## src/rtl/blink_defs.svh

```systemverilog
// Purpose: constants for the LED blink pattern generator
// Assumes: 25 MHz core clock
// Notes: register offsets, field positions and slot timing counts
// Function
// - Bits 7:0 of the low pattern register are emitted first, bit 0 to bit 7, one slot each.
// - A one in the current pattern bit turns the LED on and a zero turns it off.
// - Bits 3:0 of the config register are the upper four pattern bits, sent after the low eight.
// - Config bits 7:6 pick the slot width: 41.67, 55.55, 83.33 or 125 ms.
// - Config bits 5:4 pick the length 12, 10, 9 or 8 bits, after which the pattern wraps to bit 0.
`ifndef BLINK_DEFS_SVH
`define BLINK_DEFS_SVH

// ==========================================================
// Register map
`define PATTERN_LOW_ADDR   8'h74
`define PATTERN_CFG_ADDR   8'h75
`define REG_RESET          8'h00

// ==========================================================
// Config fields
`define CFG_WIDTH_HI       7
`define CFG_WIDTH_LO       6
`define CFG_LEN_HI         5
`define CFG_LEN_LO         4
`define CFG_NIB_HI         3
`define CFG_NIB_LO         0

// ==========================================================
// Timing: slot widths in microseconds, core clocks per microsecond
// Kept as 32 bit unsigned so that the longest slot product cannot overflow
`define CLK_PER_US         32'h00000019
`define SLOT_US_0          32'h0000a2c6
`define SLOT_US_1          32'h0000d8fe
`define SLOT_US_2          32'h00014582
`define SLOT_US_3          32'h0001e848
// Cycle counts per slot; every width is a whole number of microseconds
`define SLOT_CYC(us)       ((us) * `CLK_PER_US)

// ==========================================================
// Pattern lengths: index of last slot
`define LAST_12            4'hb
`define LAST_10            4'h9
`define LAST_9             4'h8
`define LAST_8             4'h7
`define LEN_SEL_8          2'h3

`endif

```

## src/rtl/blink_pkg.sv

```systemverilog
// Purpose: types for the LED blink pattern generator
// Assumes: nothing beyond the defs header
// Notes: state is carried as packed structs
package blink_pkg;
	typedef struct packed {
		logic [21:0] count;
		logic        tick;
	} timer_state_t;

	typedef struct packed {
		logic [7:0] pattern_low;
		logic [7:0] pattern_cfg;
		logic [3:0] index;
		logic       led;
		logic [7:0] rdata;
	} gen_state_t;
endpackage

```

## src/rtl/led_blink_pattern_generator.sv

```systemverilog
// Purpose: programmable twelve slot LED flash pattern
// Assumes: byte register port in the core clock domain
// Notes: a register write reaches the LED in the next cycle; slot ends are free running
`timescale 1ns/1ps
`include "blink_defs.svh"
module led_blink_pattern_generator (
	input  wire logic       clk,       // Core clock, 25 MHz
	input  wire logic       rst,       // Async reset, high
	input  wire logic [7:0] reg_addr,  // Register address
	input  wire logic       reg_wr,    // Write strobe
	input  wire logic       reg_rd,    // Read strobe
	input  wire logic [7:0] reg_wdata, // Write data
	output logic      [7:0] reg_rdata, // Read data, one cycle after strobe
	output logic            led_on     // LED drive, high is on
);
	// ==========================================================
	// State
	blink_pkg::gen_state_t st;
	blink_pkg::gen_state_t next_st;
	logic                  tick;
	logic [11:0]           pattern;

	function automatic logic [3:0] last_index(input logic [1:0] sel);
		case (sel)
			2'h0: last_index = `LAST_12;
			2'h1: last_index = `LAST_10;
			2'h2: last_index = `LAST_9;
			default: last_index = `LAST_8;
		endcase
	endfunction

	// ==========================================================
	// Slot timing
	slot_timer u_timer (
		.clk   (clk),
		.rst   (rst),
		.width (st.pattern_cfg[`CFG_WIDTH_HI:`CFG_WIDTH_LO]),
		.tick  (tick)
	);

	// ==========================================================
	// Pattern train
	// Low byte first, then the config nibble
	function automatic logic [11:0] train_bits(input blink_pkg::gen_state_t s);
		train_bits = {s.pattern_cfg[`CFG_NIB_HI:`CFG_NIB_LO], s.pattern_low};
	endfunction

	function automatic logic train_bit(input blink_pkg::gen_state_t s, input logic [3:0] idx);
		logic [11:0] bits;
		bits      = train_bits(s);
		train_bit = bits[idx];
	endfunction

	assign pattern = train_bits(st);

	// ==========================================================
	// Next state
	always_comb begin
		next_st = st;
		if (reg_wr && reg_addr == `PATTERN_LOW_ADDR) begin
			next_st.pattern_low = reg_wdata;
		end
		if (reg_wr && reg_addr == `PATTERN_CFG_ADDR) begin
			next_st.pattern_cfg = reg_wdata;
		end
		if (reg_rd) begin
			case (reg_addr)
				`PATTERN_LOW_ADDR: next_st.rdata = st.pattern_low;
				`PATTERN_CFG_ADDR: next_st.rdata = st.pattern_cfg;
				default: next_st.rdata = `REG_RESET;
			endcase
		end
		if (tick) begin
			// Shortening the length past the current index also wraps
			if (st.index >= last_index(st.pattern_cfg[`CFG_LEN_HI:`CFG_LEN_LO])) begin
				next_st.index = 4'h0;
			end else begin
				next_st.index = st.index + 4'h1;
			end
		end
		// Taken from the next register values so a write reaches the LED with the register
		next_st.led = train_bit(next_st, next_st.index);
	end

	always_ff @(posedge clk or posedge rst) begin
		if (rst) begin
			st <= '0;
		end else begin
			st <= next_st;
		end
	end

	assign reg_rdata = st.rdata;
	assign led_on    = st.led;

	// ==========================================================
	// Checks: LED drive
	// The drive follows the live registers, so a write shows on the LED in the same cycle as in the register
	a_led_follows_bit: assert property (
		@(posedge clk) disable iff (rst)
		led_on == pattern[st.index]
	) else $error("led differs from pattern");

	// Slots 0 to 7 come from the low byte, bit 0 first
	a_low_first: assert property (
		@(posedge clk) disable iff (rst)
		st.index <= `LAST_8 |-> led_on == st.pattern_low[st.index[2:0]]
	) else $error("low byte bit wrong");

	// Slots 8 to 11 come from the config nibble, bit 0 first
	a_nibble_last: assert property (
		@(posedge clk) disable iff (rst)
		st.index > `LAST_8 |-> led_on == st.pattern_cfg[st.index[1:0]]
	) else $error("nibble bit wrong");

	// With no slot end and no write the LED stands for the whole slot
	a_led_holds: assert property (
		@(posedge clk) disable iff (rst)
		(!tick && !reg_wr) |=> $stable(led_on)
	) else $error("led moved inside a slot");

	// ==========================================================
	// Checks: slot index
	// Slot ends come only after a million or more cycles, so the wrap and step checks and the
	// wrap covers are reached only in long runs
	// Twelve slots at most, whatever the length field says
	a_index_bounded: assert property (
		@(posedge clk) disable iff (rst)
		st.index <= `LAST_12
	) else $error("index past twelve slots");

	// The last slot of the chosen length returns to slot 0; a shortened
	// length also wraps when the index already stands beyond it
	a_index_wraps: assert property (
		@(posedge clk) disable iff (rst)
		(tick && st.index >= last_index(st.pattern_cfg[`CFG_LEN_HI:`CFG_LEN_LO]))
			|=> st.index == 4'h0
	) else $error("no wrap at end");

	// Every other slot end moves on by exactly one
	a_index_steps: assert property (
		@(posedge clk) disable iff (rst)
		(tick && st.index < last_index(st.pattern_cfg[`CFG_LEN_HI:`CFG_LEN_LO]))
			|=> st.index == $past(st.index) + 4'h1
	) else $error("index did not advance");

	// Only a slot end may move the index
	a_index_holds: assert property (
		@(posedge clk) disable iff (rst)
		!tick |=> $stable(st.index)
	) else $error("index moved without tick");

	// ==========================================================
	// Checks: register port
	// A write lands at the edge that takes it
	a_low_write_lands: assert property (
		@(posedge clk) disable iff (rst)
		(reg_wr && reg_addr == `PATTERN_LOW_ADDR) |=> st.pattern_low == $past(reg_wdata)
	) else $error("low pattern write lost");

	// The config write also retimes the current slot; a shortened length takes effect at the next slot end
	a_cfg_write_lands: assert property (
		@(posedge clk) disable iff (rst)
		(reg_wr && reg_addr == `PATTERN_CFG_ADDR) |=> st.pattern_cfg == $past(reg_wdata)
	) else $error("config write lost");

	// Writes to any other address leave both registers alone
	a_odd_write_ignored: assert property (
		@(posedge clk) disable iff (rst)
		(reg_wr && reg_addr != `PATTERN_LOW_ADDR && reg_addr != `PATTERN_CFG_ADDR)
			|=> $stable(st.pattern_low) && $stable(st.pattern_cfg)
	) else $error("stray write changed a register");

	// A read returns the value held before a write in the same cycle
	a_read_back: assert property (
		@(posedge clk) disable iff (rst)
		(reg_rd && reg_addr == `PATTERN_LOW_ADDR) |=> reg_rdata == $past(st.pattern_low)
	) else $error("readback wrong");

	// Config reads back whole, width and length fields included
	a_cfg_read_back: assert property (
		@(posedge clk) disable iff (rst)
		(reg_rd && reg_addr == `PATTERN_CFG_ADDR) |=> reg_rdata == $past(st.pattern_cfg)
	) else $error("config readback wrong");

	// Other addresses read as zero, so a stray read never echoes pattern bits
	a_odd_read_zero: assert property (
		@(posedge clk) disable iff (rst)
		(reg_rd && reg_addr != `PATTERN_LOW_ADDR && reg_addr != `PATTERN_CFG_ADDR)
			|=> reg_rdata == `REG_RESET
	) else $error("stray read not zero");

	// ==========================================================
	// Covers
	// Full twelve slot train ends and wraps
	c_wrap: cover property (
		@(posedge clk) disable iff (rst)
		tick && st.index == `LAST_12
	);

	// Shortest train ends on slot 7
	c_len8: cover property (
		@(posedge clk) disable iff (rst)
		tick && st.index == `LAST_8 && st.pattern_cfg[`CFG_LEN_HI:`CFG_LEN_LO] == `LEN_SEL_8
	);

	// LED lights
	c_led_on: cover property (
		@(posedge clk) disable iff (rst)
		$rose(led_on)
	);

	// LED goes dark
	c_led_off: cover property (
		@(posedge clk) disable iff (rst)
		$fell(led_on)
	);

	// Write and read of one register in the same cycle
	c_write_read: cover property (
		@(posedge clk) disable iff (rst)
		reg_wr && reg_rd && reg_addr == `PATTERN_LOW_ADDR
	);
endmodule // led_blink_pattern_generator

```

## src/rtl/slot_timer.sv

```systemverilog
// Purpose: slot period counter
// Assumes: width select from the same clock domain
// Notes: tick pulses one cycle at the end of each slot
`timescale 1ns/1ps
`include "blink_defs.svh"
module slot_timer (
	input  wire logic       clk,     // Core clock
	input  wire logic       rst,     // Async reset, high
	input  wire logic [1:0] width,   // Slot width select
	output logic            tick     // Slot end pulse
);
	blink_pkg::timer_state_t st;
	blink_pkg::timer_state_t next_st;

	function automatic logic [21:0] slot_last(input logic [1:0] sel);
		case (sel)
			2'h0: slot_last = 22'(`SLOT_CYC(`SLOT_US_0) - 1);
			2'h1: slot_last = 22'(`SLOT_CYC(`SLOT_US_1) - 1);
			2'h2: slot_last = 22'(`SLOT_CYC(`SLOT_US_2) - 1);
			default: slot_last = 22'(`SLOT_CYC(`SLOT_US_3) - 1);
		endcase
	endfunction

	always_comb begin
		next_st = st;
		next_st.tick = 1'b0;
		// A width change mid slot ends the slot at once if already past the new end
		if (st.count >= slot_last(width)) begin
			next_st.count = 22'h0;
			next_st.tick  = 1'b1;
		end else begin
			next_st.count = st.count + 22'h1;
		end
	end

	always_ff @(posedge clk or posedge rst) begin
		if (rst) begin
			st <= '0;
		end else begin
			st <= next_st;
		end
	end

	assign tick = st.tick;

	a_tick_spacing: assert property (@(posedge clk) disable iff (rst)
		st.tick |-> st.count == 22'h0 && !$past(st.tick)) else $error("tick without restart");
endmodule // slot_timer

```

## config.mk

```make
export PLATFORM = sky130hd
export DESIGN_NAME = led_blink_pattern_generator
export DESIGN_NICKNAME = d
export VERILOG_FILES = /design/src/rtl/blink_pkg.sv /design/src/rtl/led_blink_pattern_generator.sv /design/src/rtl/slot_timer.sv
export VERILOG_INCLUDE_DIRS = /design/src /design/src/rtl
export SDC_FILE = /design/constraint.sdc
export NUM_CORES = 1
export LEC_CHECK = 0
export ABC_CLOCK_PERIOD_IN_PS = 2620
export BUFFER_PORTS_ARGS = -buffer_cell sky130_fd_sc_hd__buf_2
export CORE_MARGIN = 5
export CORE_UTILIZATION = 35
export DETAILED_ROUTE_END_ITERATION = 10
export GPL_TIMING_DRIVEN = 0
export PLACE_DENSITY_LB_ADDON = 0.1
export SLEW_MARGIN = 0
export SYNTH_ARGS = -nofsm -noshare
export SYNTH_HDL_FRONTEND = slang
export SYNTH_SLANG_ARGS = --single-unit
```

## constraint.sdc

```tcl
create_clock -name clk -period 2.62 [get_ports clk]
set_input_delay 0.262 -clock clk [delete_from_list [all_inputs] [get_ports clk]]
set_output_delay 0.262 -clock clk [all_outputs]
set_load 0.005 [all_outputs]
```

### Word level (Yosys, flattened, before mapping)

Cells that the tools add are included.

| storage, ports and cells | value |
|---|---|
| logic and storage cells | 35 |
| register bits | 52 |
| input bits | 20 |

| operators by class | value |
|---|---|
| multiplexer cells | 12 |
| $add $sub $neg | 2 |
| reduce and logical (&&, ||, !) cells | 4 |
| eq/ne operators | 6 |
| order comparisons | 3 |

Operators with widths:

| cell | number |
|---|---|
| $pmux W22 S3 | 1 |
| $add A22 B1 Y22 const B | 1 |
| $ge A22 B22 Y1 | 1 |
| $mux W22 | 1 |
| $eq A8 B7 Y1 const B | 2 |
| $mux W4 | 4 |
| $pmux W8 S2 | 1 |
| $pmux W4 S3 | 1 |
| $mux W8 | 1 |
| $lt A4 B5 Y1 const B | 1 |
| $add A4 B1 Y4 const B | 1 |
| $bmux W1 S4 | 1 |
| $eq A2 B1 Y1 const B | 2 |
| $eq A2 B2 Y1 const B | 2 |
| $ge A4 B4 Y1 | 1 |
| $logic_not A2 Y1 | 2 |
| $logic_and A1 B1 Y1 | 2 |
| $mux W1 | 2 |

### Depth between registers and ports, before layout

Gate-level depths: netlist (run 1).

| depth | value |
|---|---|
| word-level depth | 8 |
| depth in mapped cells | 12 |
| mapped depth without buffers | 11 |

### Hierarchy

From an unflattened synthesis (run 1), not the netlist that was laid out.

| unflattened totals | value |
|---|---|
| cell total of the unflattened synthesis | 315 |
| area total of the unflattened synthesis | 3,126.7 um2 |

By module, submodules not included:

| module | instances | seq. area each (um2) | area an instance (um2) | cells an instance |
|---|---|---|---|---|
| led_blink_pattern_generator | 1 | 725.7 | 1,564.0 | 142 |
| slot_timer | 1 | 575.6 | 1,562.7 | 173 |

### Worst setup path before layout (run 1)

No wires, ideal clock.

| timing path | value |
|---|---|
| path kind | register to register |
| start point | register st[19] in the netlist's numbering |
| end point | register u_timer.st[10] in the netlist's numbering |
| stages on the path, launching flop included | 13 |
| path buffers | 1 |
| arrival time | 2.239 ns |
| data required time | 2.548 ns |
| setup slack | 0.309 ns |
| period minus slack after synthesis | 2.311 ns |
| cells stage by stage | dfrtp_1 inv_1 ha_1 inv_1 ha_1 a21o_1 a21o_1 a21oi_1 o21ai_0 o211ai_1 nand2_1 clkbuf_1 nor2_1 |

RTL lines:

| item | line | RTL |
|---|---|---|
| start: declaration | led_blink_pattern_generator.sv:18 | `blink_pkg::gen_state_t st;` |
| start signal: assignment | led_blink_pattern_generator.sv:89 | `st <= next_st;` |
| end signal: assignment | slot_timer.sv:40 | `st <= next_st;` |
| end: declaration | slot_timer.sv:12 | `blink_pkg::timer_state_t st;` |

==> metrics.md, run 1 <==
| Metric | Value |
|---|---|
| Outcome | `completed` |
| CTS tree | `done` |
| Area growth from synthesis to layout | `19.5%` |
| Initial antenna violation count | `0` |
| Share of layout cells above drive strength 1 | `27.7%` |
| Critical Path AT | `2.72 ns` |
| Final Cycle Share | `94.9%` |
| Final Instance Area | `3720 um2` |
| Endpoints failing setup | `0` |
| Core area | `8680 um2` |
| TritonCTS Sinks | `52` |
| Average wire per standard cell | `14.9 um` |
| Synth Area in Compound Gates | `10.4%` |
| ANT cells | `0` |
| Starting density of the core | `35.8%` |
| Max IR drop VDD | `0.383 mV` |
| Largest net degree at the start of global routing | `38` |
| CP Max Fanout | `5` |
| Clock root buffer | `clkbuf_8` |
| Drt pass-1 iters | `4` |
| Clk_lat worst skew | `0.31 ns` |
| Die ar. | `10,900 um2` |
| Multiplexer share of the synthesized area | `9.37%` |
| Final min period | `2.49 ns` |
| GP Congestion | `0.731` |
| GR Util All Layers | `12.4%` |
| Die width | `104 um` |
| P per Cell Area | `427 nW/um2` |
| Final Non-Filler Cells | `455` |
| H-tree Lvls | `2` |
| Worst-path clk slew | `0.09 ns` |
| Vias post-DR | `2,259` |
| DR DRC count | `0` |
| Critical Path Start Type | `flip-flop` |
| Yosys top cell by area | `dfrtp_1` |
| Net Count, Synth | `351` |
| Synthesized instance count | `299` |
| Top-count cell post-synth | `dfrtp_1` |
| Adder-cell area share of the yosys netlist | `12.9%` |
| Setup slack, reg-to-reg | `0.13 ns` |
| DRT antenna net count | `0` |
| Setup ws final | `0.134 ns` |
| R2r startpoint | `st[19]` |
| CP required | `2.85 ns` |
| Worst R2R Path Depth | `12` |
| Mapped cell area | `3110 um2` |
| RSZ-0062 raised after global routing | `false` |
| WHS Path Cells | `2` |
| Grt ovf | `0` |
| Pre-CTS setup slack | `-0.257 ns` |
| DRT iter0 DRCs | `45` |
| TritonCTS buffer count | `5` |
| Synth Area in Simple Gates | `15.2%` |
| Total chip power | `1.59 mW` |
| #FFs+latches synth | `52` |
| Static Leak | `1.79 nW` |
| Final core occ | `42.8%` |
| Synth cell types | `43` |
| Synth Area in XOR/XNOR | `5.63%` |
| HP Start | `reg_wdata[4]` |
| Clock Path Buffers | `2` |
| HPWL after detailed placement | `4920 um` |
| Synth warnings | `0` |
| Area after DPL | `3400 um2` |
| Clock Skews | `0.0107 ns` |
| Number of global-route vias before repair | `2,234` |
| F_max | `0.402 GHz` |
| Largest family of logic cells by synthesized area | `simple AND/OR/NAND/NOR gates` |
| Fill cell count | `871` |
| Routed wire length | `6780 um` |
| CP Launch Point | `st[19]` |
| Largest cells by area after synthesis | `dfrtp_1, ha_1, mux2_2` |
| Crit. End Element | `flip-flop` |
| Critical path class | `reg2reg` |
| Post-synth EDFFs | `0` |
| Register area share after synthesis | `41.8%` |
| First-pass GRT wire length | `11,200 um` |
| CP peak stage delay | `0.45 ns` |
| IO Port Bufs | `27` |
| Vias/cell | `4.96` |
| Die height | `104 um` |
| Main flop type after synthesis | `dfrtp_1` |
| HP Class | `in2reg` |
| I/O pin count | `29` |
| Synth Area per Inst | `10.4 um2` |
| Worst relative slew slack | `2.48%` |
| Cell Rows | `34` |
| Nets | `398` |
| Slew @ Worst Pin | `1.45 ns` |
| Post-synth top cells | `dfrtp_1, nor2_1, ha_1` |
| Inst Count DP | `435` |
| Final Hold Viols | `0` |
| Max-Cap Viols | `0` |
| Critical path, cell by cell | `buf_4 -> ha_4 -> inv_1 -> ha_1 -> a21oi_1 -> nor2b_1 -> o21ai_0 -> a211oi_1 -> o211ai_1 -> nand2_2 -> clkbuf_16 -> nor2_1` |
| Yosys top cell area share | `41.8%` |
| Async S/R FF share, synth | `100%` |
| Max Slew Vio Count | `0` |
| Critical path's slowest cell | `dfrtp_2` |
-- sequential cells by signal (all words and copies together), names as in the netlist --
signal        cells
led_on            1
st                8
u_timer.tick      1
reg_rdata         8
u_timer.st       22
pattern          12
-- cell families after synthesis --
kind of cell	count (synthesis)
buf+inv	31
simple gates	87
flops	52
fa+ha+maj	32
compound gates	50
mux	27
xor+xnor	20
-- worst max-delay path: cells and delay by family, from the launching register on --
kind / cells / cell delay [ns]
compound gates: 4 / 0.71
fa+ha+maj: 2 / 0.42
buf+inv: 3 / 0.47
flops: 1 / 0.45
simple gates: 3 / 0.35
-- cell usage in the layout, fill, tap and decap left out, types with 2 or more instances in the layout --
cell type / Yosys / final
xnor2_1: 8 / 8
mux2_2: 17 / 16
xor2_1: 12 / 12
nor2_2: 0 / 2
dfrtp_1: 52 / 51
inv_1: 17 / 13
a211oi_1: 2 / 2
clkbuf_8: 0 / 7
ha_4: 0 / 2
nand2_1: 9 / 8
nand3_1: 12 / 12
a21oi_1: 20 / 19
o21ai_0: 7 / 4
buf_2: 0 / 27
ha_2: 0 / 3
buf_6: 0 / 2
nor2b_1: 2 / 2
and3_1: 7 / 7
a22oi_1: 8 / 8
clkbuf_1: 4 / 2
inv_2: 1 / 5
nor2_1: 35 / 33
nor3b_1: 2 / 2
mux2i_1: 10 / 9
o21ai_1: 0 / 3
nand4_1: 7 / 7
a21o_1: 5 / 5
ha_1: 32 / 27
buf_4: 8 / 17
o211ai_1: 2 / 2
-- final cells by class --
type / instances / area (um2) / share of cell area (%)
Multi-Input combinational cell: 216 / 1720 / 46.2
Sequential cell: 52 / 1300 / 35.1
Timing Repair Buffer: 40 / 269 / 7.24
Tap cell: 108 / 135 / 3.64
Buffer: 13 / 97.6 / 2.63
Clock buffer: 7 / 96.3 / 2.59
Inverter: 18 / 67.6 / 1.82
Clock inverter: 1 / 30.0 / 0.808
-- metal layers --
metal / GRT usage [%] / vias to the layer above / share of wire, %
met5: 0 / - / 0
li1: - / 1148 / -
met2: 18.4 / 23 / 44
met4: 3.61 / 0 / 1.1
met1: 18.2 / 1083 / 53
met3: 2.42 / 5 / 2.3
-- through the flow --
| stage | hold slack [ns] | setup TNS (ns) |
|---|---|---|
| finish | 0.199 | 0 |
| CTS | 0.192 | 0 |
| global placement | 0.511 | -5.19 |
| detailed placement | 0.266 | -4.87 |
| floorplan | 0.412 | 0 |
| global route | 0.203 | 0 |
-- power by group --
part	internal, mW	leakage, nW	switching, mW	total, mW
clock network	0.337	0.0645	0.269	0.606
logic	0.0702	1.03	0.0740	0.144
registers	0.823	0.696	0.0128	0.836
total	1.23	1.79	0.355	1.59
-- worst paths after layout --
check                            endpoint
setup / recovery            u_timer.st[5]
hold reg to reg              reg_rdata[3]
hold / removal                     st[17]
max in group asynchronous          st[19]
setup reg to reg            u_timer.st[5]
min in group asynchronous  u_timer.st[19]
-- what timing repair did --
| action | CTS | global route |
|---|---|---|
| endpoints found under the setup margin | 20 | 22 |
| setup buffers | 4 | 6 |
| hold endpoints to repair | 15 | 0 |
| resized for setup | 5 | 25 |
| pin swaps | 0 | 6 |
| hold buffers | 1 | 0 |
| gates cloned | 0 | 1 |
Note: power is estimated with default switching activity, not from simulation.
==> run 2, diff against run 1 <==
--- a/config.mk
+++ b/config.mk
@@ -12,8 +12,10 @@
 export CORE_UTILIZATION = 35
 export DETAILED_ROUTE_END_ITERATION = 10
 export GPL_TIMING_DRIVEN = 0
+export HOLD_SLACK_MARGIN = 0.12
 export PLACE_DENSITY_LB_ADDON = 0.1
 export SLEW_MARGIN = 0
 export SYNTH_ARGS = -nofsm -noshare
 export SYNTH_HDL_FRONTEND = slang
+export SYNTH_HIERARCHICAL = 1
 export SYNTH_SLANG_ARGS = --single-unit
==> run 2 against run 1 <==
Against the previous run: clock skew fell by 0.0022 ns; count of clock-buffer cells in the layout fell by 1; via count rose by 1.9%; core utilization fell by 1.3 points; non-clock buffer count fell by 4; synthesized cell count rose by 5.4%; global-route usage rose by 0.27 points; worst hold slack got worse by 0.050 ns; combinational power fell by 9%; largest power group unchanged; highest routed layer unchanged.
==> metrics.md, run 2 <==
| Metric | Value |
|---|---|
| Outcome | `completed (unchanged)` |
| Final min period | `2.45 ns (was 2.49 ns)` |
| Max IR drop VDD | `0.194 mV (was 0.383 mV)` |
| #FFs+latches synth | `52 (unchanged)` |
| GP Congestion | `0.741 (was 0.731)` |
| First-pass GRT wire length | `11,300 um (was 11,200 um)` |
| Internal power | `1.17 mW (was 1.23 mW)` |
| CTS tree | `done (unchanged)` |
| Average wire per standard cell | `14.4 um (was 14.9 um)` |
| Die width | `105 um (was 104 um)` |
| Number of global-route vias before repair | `2,275 (was 2,234)` |
| CP required | `2.81 ns (was 2.85 ns)` |
| Routed wire length | `6680 um (was 6780 um)` |
| Synth warnings | `6 (was 0)` |
| Max Slew Vio Count | `0 (unchanged)` |
| Mapped cell area | `3130 um2 (was 3110 um2)` |
| Vias post-DR | `2,302 (was 2,259)` |
| Slew @ Worst Pin | `1.11 ns (was 1.45 ns)` |
| HPWL after detailed placement | `4900 um (was 4920 um)` |
| Worst-path clk slew | `0.11 ns (was 0.09 ns)` |
| Clk_lat worst skew | `0.31 ns (about the same)` |
| Final Hold Viols | `0 (unchanged)` |
| Area growth from synthesis to layout | `15.9% (was 19.5%)` |
| IO Port Bufs | `27 (unchanged)` |
| Critical path class | `reg2reg (unchanged)` |
| H-tree Lvls | `2 (unchanged)` |
| GR Util All Layers | `12.7% (was 12.4%)` |
| Starting density of the core | `35.9% (was 35.8%)` |
| Cell Rows | `34 (unchanged)` |
| Clock Path Buffers | `2 (unchanged)` |
| DR DRC count | `0 (unchanged)` |
| Critical Path Start Type | `flip-flop (unchanged)` |
| Net switching power | `0.371 mW (was 0.355 mW)` |
| F_max | `0.408 GHz (was 0.402 GHz)` |
| Static Leak | `1.73 nW (was 1.79 nW)` |
| Switching Fraction | `24.0% (was 22.4%)` |
| Initial antenna violation count | `0 (unchanged)` |
| Largest cells by area after synthesis | `dfrtp_1, ha_1, mux2_2 (unchanged)` |
| Clk pwr share | `37.5% (was 38.2%)` |
| P per Cell Area | `426 nW/um2 (was 427 nW/um2)` |
| Clock Skews | `0.00852 ns (was 0.0107 ns)` |
| Endpoints failing setup | `0 (unchanged)` |
| I/O pin count | `29 (unchanged)` |
| Max FFs per register | `22 (unchanged)` |
| Max-Cap Viols | `0 (unchanged)` |
| Yosys top cell by area | `dfrtp_1 (unchanged)` |
| Main flop type after synthesis | `dfrtp_1 (unchanged)` |
| Async S/R FF share, synth | `100% (unchanged)` |
| TritonCTS buffer count | `5 (unchanged)` |
| Final Instance Area | `3620 um2 (was 3720 um2)` |
| Synth Area per Inst | `9.93 um2 (was 10.4 um2)` |
| Most frequent cells in the layout | `dfrtp_1, nor2_1, ha_1 (was dfrtp_1, nor2_1, ha_1, buf_2, a21oi_1)` |
| Vias/cell | `4.95 (was 4.96)` |
| Fill cell count | `853 (was 871)` |
| DRT antenna net count | `0 (unchanged)` |
| Synthesized instance count | `315 (was 299)` |
| Biggest register | `u_timer/st (was u_timer.st)` |
| Crit. End Element | `flip-flop (unchanged)` |
| Flop pwr share | `54.1% (was 52.7%)` |
| Top-count cell post-synth | `dfrtp_1 (unchanged)` |
| ANT cells | `0 (unchanged)` |
| TNS Setup | `0 ns (unchanged)` |
| Post-synth EDFFs | `0 (unchanged)` |
| HP Class | `in2async (was in2reg)` |
| Net Count, Synth | `367 (was 351)` |
| Drt pass-1 iters | `4 (unchanged)` |
| CP Max Fanout | `8 (was 5)` |
| Grt ovf | `0 (unchanged)` |
| Total chip power | `1.54 mW (was 1.59 mW)` |
| Largest net degree at the start of global routing | `30 (was 38)` |
| Die height | `105 um (was 104 um)` |
| Post-CTS Hold Buffers | `0 (was 1)` |
| Worst relative slew slack | `25.7% (was 2.48%)` |
| Area after DPL | `3400 um2 (about the same)` |
| TritonCTS Sinks | `52 (unchanged)` |
| Core area | `8720 um2 (was 8680 um2)` |
| Logic pwr share | `8.4% (was 9.1%)` |
| Share of layout cells above drive strength 1 | `24.9% (was 27.7%)` |
| Nets | `408 (was 398)` |
| Register area share after synthesis | `41.6% (was 41.8%)` |
| DRT iter0 DRCs | `60 (was 45)` |
| Clock root buffer | `clkbuf_8 (unchanged)` |
| Post-synth top cells | `dfrtp_1, nor2_1, ha_1 (unchanged)` |
| Die ar. | `10,900 um2 (about the same)` |
| Final Cycle Share | `93.6% (was 94.9%)` |
| Commonest non-fill, non-tap cell in the layout | `dfrtp_1 (unchanged)` |
| Critical Path AT | `2.64 ns (was 2.72 ns)` |
| Synth cell types | `39 (was 43)` |
| Yosys top cell area share | `41.6% (was 41.8%)` |
## run 2: kinds of logic after synthesis
group / share of synthesized area, %
muxes: 7.80
buffers and inverters: 6.52
and+or+nand+nor: 16.3
DFF: 41.6
xor gates and xnor gates: 5.04
adders and majority gates: 12.8
AOI/OAI and AO/OA: 9.92
## run 2: final timing paths
path	cells past startpoint	startpoint	endpoint	slack, ns
min reg2reg	1	u_timer/st[1]	u_timer/st[1]	0.52
min	2	rst	u_timer/tick	0.15
max in group asynchronous	2	rst	st[19]	1.64
max reg2reg	10	st[18]	led_on	0.17
max	10	st[18]	led_on	0.17
min in group clk	2	reg_wdata[5]	st[18]	0.19
## run 2: routing by layer
layer	part of all wire, %	track usage (%)	vias to the layer above
met2	44	19.2	30
met5	0	0	-
li1	-	-	1178
met4	1.6	3.89	0
met3	3.4	2.48	8
met1	51	18.3	1086
## run 2: final cells by class
type	instances	area (um2)	share of cell area [%]
multi-input cells	221	1660	45.9
flip-flops and latches	52	1300	36.0
repair buffers	34	188	5.18
well taps	108	135	3.73
plain buffers	15	123	3.38
inverters	27	101	2.80
clock buffers	6	72.6	2.00
clock inverters	2	38.8	1.07
## run 2: what timing repair did
action,CTS,global route
gates cloned,1,0
endpoints found under the hold margin,0,0
pin swaps,1,4
setup buffers,1,5
gates resized for setup,10,12
setup endpoints to repair,21,24
## run 2: power groups by stage
stage                     Combinational (mW)  Sequential [mW]  Clock, mW
after CTS                              0.129            0.836      0.597
after floorplan                       0.0821            0.848          0
after detailed placement               0.127            0.852          0
after global routing                   0.151            0.839      0.624
after global placement                 0.125            0.851          0
final                                  0.131            0.836      0.579
## run 2: critical path, stage by stage, from the launching register on
cell and delay [ns]:
dfrtp_1 0.42, ha_1 0.20, inv_1 0.06, ha_1 0.29, a21oi_1 0.25, o21ai_4 0.12
o21ai_4 0.28, mux2_2 0.39, mux2i_1 0.13, or3_1 0.12, o211ai_1 0.08
## run 2: stage by stage
step           cells  hold WS [ns]  util, %  setup WS [ns]
2_1_floorplan    315         0.264        -          0.178
3_3_place_gp     450         0.507     39.0         -0.377
3_5_place_dp     450         0.511     39.0         -0.368
4_1_cts          460         0.191     40.7         0.0137
5_1_grt          465         0.197     41.6       -0.00521
6_report         465         0.150     41.6          0.169
==> run 3, diff against run 2 <==
--- a/config.mk
+++ b/config.mk
@@ -13,7 +13,9 @@
 export DETAILED_ROUTE_END_ITERATION = 10
 export GPL_TIMING_DRIVEN = 0
 export HOLD_SLACK_MARGIN = 0.12
+export MAX_ROUTING_LAYER = met4
 export PLACE_DENSITY_LB_ADDON = 0.1
+export SETUP_SLACK_MARGIN = 0.2
 export SLEW_MARGIN = 0
 export SYNTH_ARGS = -nofsm -noshare
 export SYNTH_HDL_FRONTEND = slang
==> run 3 against run 2 <==
Against the previous run: count of clock-buffer cells in the layout down 1; via count grew 5.6%; sequential power barely moved; sequential share of layout area fell by 3.5 points; core utilization rose by 4.5 points; critical path depth is 1 higher; largest cell class unchanged; highest routed layer unchanged.
==> metrics.md, run 3 (synthesis results as in run 2) <==
| Metric | Value |
|---|---|
| RSZ-0062 raised after global routing | `true` |
| Worst-path clk slew | `0.11 ns (about the same)` |
| Worst hold margin | `0.151 ns (was 0.150 ns)` |
| Clock Skews | `0.00847 ns (was 0.00852 ns)` |
| Area growth from synthesis to layout | `28.4% (was 15.9%)` |
| Crit. End Element | `flip-flop (unchanged)` |
| TritonCTS Sinks | `52 (unchanged)` |
| TNS Setup | `0 ns (unchanged)` |
| Critical path, cell by cell | `inv_4 -> ha_4 -> inv_4 -> ha_4 -> nand4_1 -> nor4_2 -> o21ai_1 -> o211ai_1 -> buf_4 -> clkbuf_16 -> nor2_2 (was ha_1 -> inv_1 -> ha_1 -> a21oi_1 -> o21ai_4 -> o21ai_4 -> mux2_2 -> mux2i_1 -> or3_1 -> o211ai_1)` |
| Critical Path AT | `2.64 ns (about the same)` |
| GP Congestion | `0.751 (was 0.741)` |
| Drt pass-1 iters | `4 (unchanged)` |
| CP required | `2.83 ns (was 2.81 ns)` |
| Largest net degree at the start of global routing | `30 (unchanged)` |
| DRT iter0 DRCs | `73 (was 60)` |
| GR Util All Layers | `13.3% (was 12.7%)` |
| F_max | `0.412 GHz (was 0.408 GHz)` |
| TritonCTS buffer count | `5 (unchanged)` |
| CP Max Fanout | `5 (was 8)` |
| Vias/cell | `5.06 (was 4.95)` |
| Endpoints failing setup | `0 (unchanged)` |
| Final core occ | `46.0% (was 41.6%)` |
| Critical path class | `reg2reg (unchanged)` |
| Crit path max-delay family | `adder cells (was compound AO/OA/AOI/OAI gates)` |
| Cell Rows | `34 (unchanged)` |
| Die width | `105 um (unchanged)` |
| Core area | `8720 um2 (unchanged)` |
| Clock Path Buffers | `2 (unchanged)` |
| HPWL after detailed placement | `4850 um (was 4900 um)` |
| Worst relative slew slack | `22.6% (was 25.7%)` |
| Clock root buffer | `clkbuf_8 (unchanged)` |
| Post-CTS Hold Buffers | `0 (unchanged)` |
| IO Port Bufs | `27 (unchanged)` |
| P per Cell Area | `367 nW/um2 (was 426 nW/um2)` |
| Met1 usage | `19.1% (was 18.3%)` |
| Critical path's slowest cell | `dfrtp_2 (was dfrtp_1)` |
| M2 GR Usage | `19.5% (was 19.2%)` |
| Max FFs per register | `22 (unchanged)` |
| Nets | `424 (was 408)` |
| Starting density of the core | `35.9% (unchanged)` |
| Static Leak | `1.79 nW (was 1.73 nW)` |
| Max-Cap Viols | `0 (unchanged)` |
| Initial antenna violation count | `0 (unchanged)` |
| Sum of buffers and inverters on the critical path | `4 (was 1)` |
| Commonest non-fill, non-tap cell in the layout | `dfrtp_1 (unchanged)` |
| Most frequent cells in the layout | `dfrtp_1, buf_2, buf_4 (was dfrtp_1, nor2_1, ha_1)` |
| DR DRC count | `0 (unchanged)` |
| First-pass GRT wire length | `11,600 um (was 11,300 um)` |
| Biggest register | `u_timer/st (unchanged)` |
| Routed wire length | `7190 um (was 6680 um)` |
| Pre-CTS setup slack | `-0.463 ns (was -0.368 ns)` |
| CTS tree | `done (unchanged)` |
| Slew @ Worst Pin | `1.16 ns (was 1.11 ns)` |
| Die ar. | `10,900 um2 (unchanged)` |
| Final Hold Viols | `0 (unchanged)` |
| I/O pin count | `29 (unchanged)` |
| Average wire per standard cell | `14.9 um (was 14.4 um)` |
| Max Slew Vio Count | `0 (unchanged)` |
| Grt ovf | `0 (unchanged)` |
| ANT cells | `0 (unchanged)` |
| Vias post-DR | `2,432 (was 2,302)` |
| Clk_lat worst skew | `0.31 ns (about the same)` |
| Setup ws final | `0.194 ns (was 0.169 ns)` |
| H-tree Lvls | `2 (unchanged)` |
| Outcome | `completed (unchanged)` |
| HP Class | `in2async (unchanged)` |
| Final min period | `2.43 ns (was 2.45 ns)` |
| Critical Path Start Type | `flip-flop (unchanged)` |
| Share of layout cells above drive strength 1 | `39.1% (was 24.9%)` |
| Max IR drop VDD | `0.191 mV (was 0.194 mV)` |
| GR peak layer | `met2 (unchanged)` |
| DRT antenna net count | `0 (unchanged)` |
| Number of global-route vias before repair | `2,342 (was 2,275)` |
| CP peak stage delay | `0.45 ns (was 0.42 ns)` |
| Die height | `105 um (unchanged)` |
| Area after DPL | `3400 um2 (unchanged)` |
| Fill cell count | `857 (was 853)` |
| Final Instance Area | `4010 um2 (was 3620 um2)` |
| Met3 Resource Use GR | `2.05% (was 2.48%)` |
| Final Cycle Share | `92.6% (was 93.6%)` |
==> run 3: cell types whose count changed in the layout (fill, tap and decap cells not counted), moves of 4 or more <==
| cell | delta |
|---|---|
| nor2_1 | -17 |
| buf_4 | +13 |
| nor2_4 | +11 |
| ha_1 | -10 |
| ha_4 | +8 |
| nor2_2 | +6 |
| inv_1 | -4 |
==> run 3: repair_timing <==
action	4_1_cts	5_1_grt
pin swaps	13	29
gates resized for setup	28	55
endpoints found under the setup margin	24	24
gates cloned	1	1
buffers inserted	13	8
==> run 3: area by class of cell <==
type	count	area [um2]	share of cell area [%]
multi-input cells	221	1910	47.5
flip-flops and latches	52	1310	32.5
repair buffers	50	340	8.48
well taps	108	135	3.37
plain buffers	15	130	3.24
inverters	27	106	2.65
clock buffers	5	68.8	1.71
clock inverters	3	21.3	0.530
==> run 3: metrics by stage <==
stage          power, mW  instances
6_report            1.47        481
3_5_place_dp       0.980        450
5_1_grt             1.55        481
3_3_place_gp       0.976        450
2_1_floorplan      0.930        315
4_1_cts             1.49        472
==> run 3: metal layers <==
metal  wire length (um)  up-vias
li1                   -     1215
met1               3670     1184
met2               3220       28
met3                212        5
met4                 86        0
met5                  0        -
==> run 3: worst register-to-register path, stage by stage, from the launching register on <==
cell	delay, ns
dfrtp_2	0.45
inv_4	0.07
ha_4	0.28
inv_4	0.05
ha_4	0.25
nand4_1	0.14
nor4_2	0.32
o21ai_1	0.15
o211ai_1	0.20
buf_4	0.21
clkbuf_16	0.16
nor2_2	0.04
==> run 3: path summary, 6_finish.rpt <==
check | from | to | slack, ns | cells after the start
min reg2reg | pattern[2] | pattern[2] | 0.53 | 1
max reg2reg | st[20] | u_timer/st[3] | 0.19 | 11
max in group asynchronous | rst | st[19] | 1.60 | 2
min in group clk | reg_wdata[5] | st[18] | 0.19 | 2
max | st[20] | u_timer/st[3] | 0.19 | 11
min | rst | u_timer/tick | 0.15 | 2
==> run 3: power by group <==
| part | switching [mW] | leakage, nW | internal (mW) | total [mW] |
|---|---|---|---|---|
| Combinational | 0.0799 | 1.05 | 0.0772 | 0.157 |
| Clock | 0.290 | 0.0445 | 0.190 | 0.481 |
| Sequential | 0.0135 | 0.692 | 0.823 | 0.837 |
| Total | 0.384 | 1.79 | 1.09 | 1.47 |
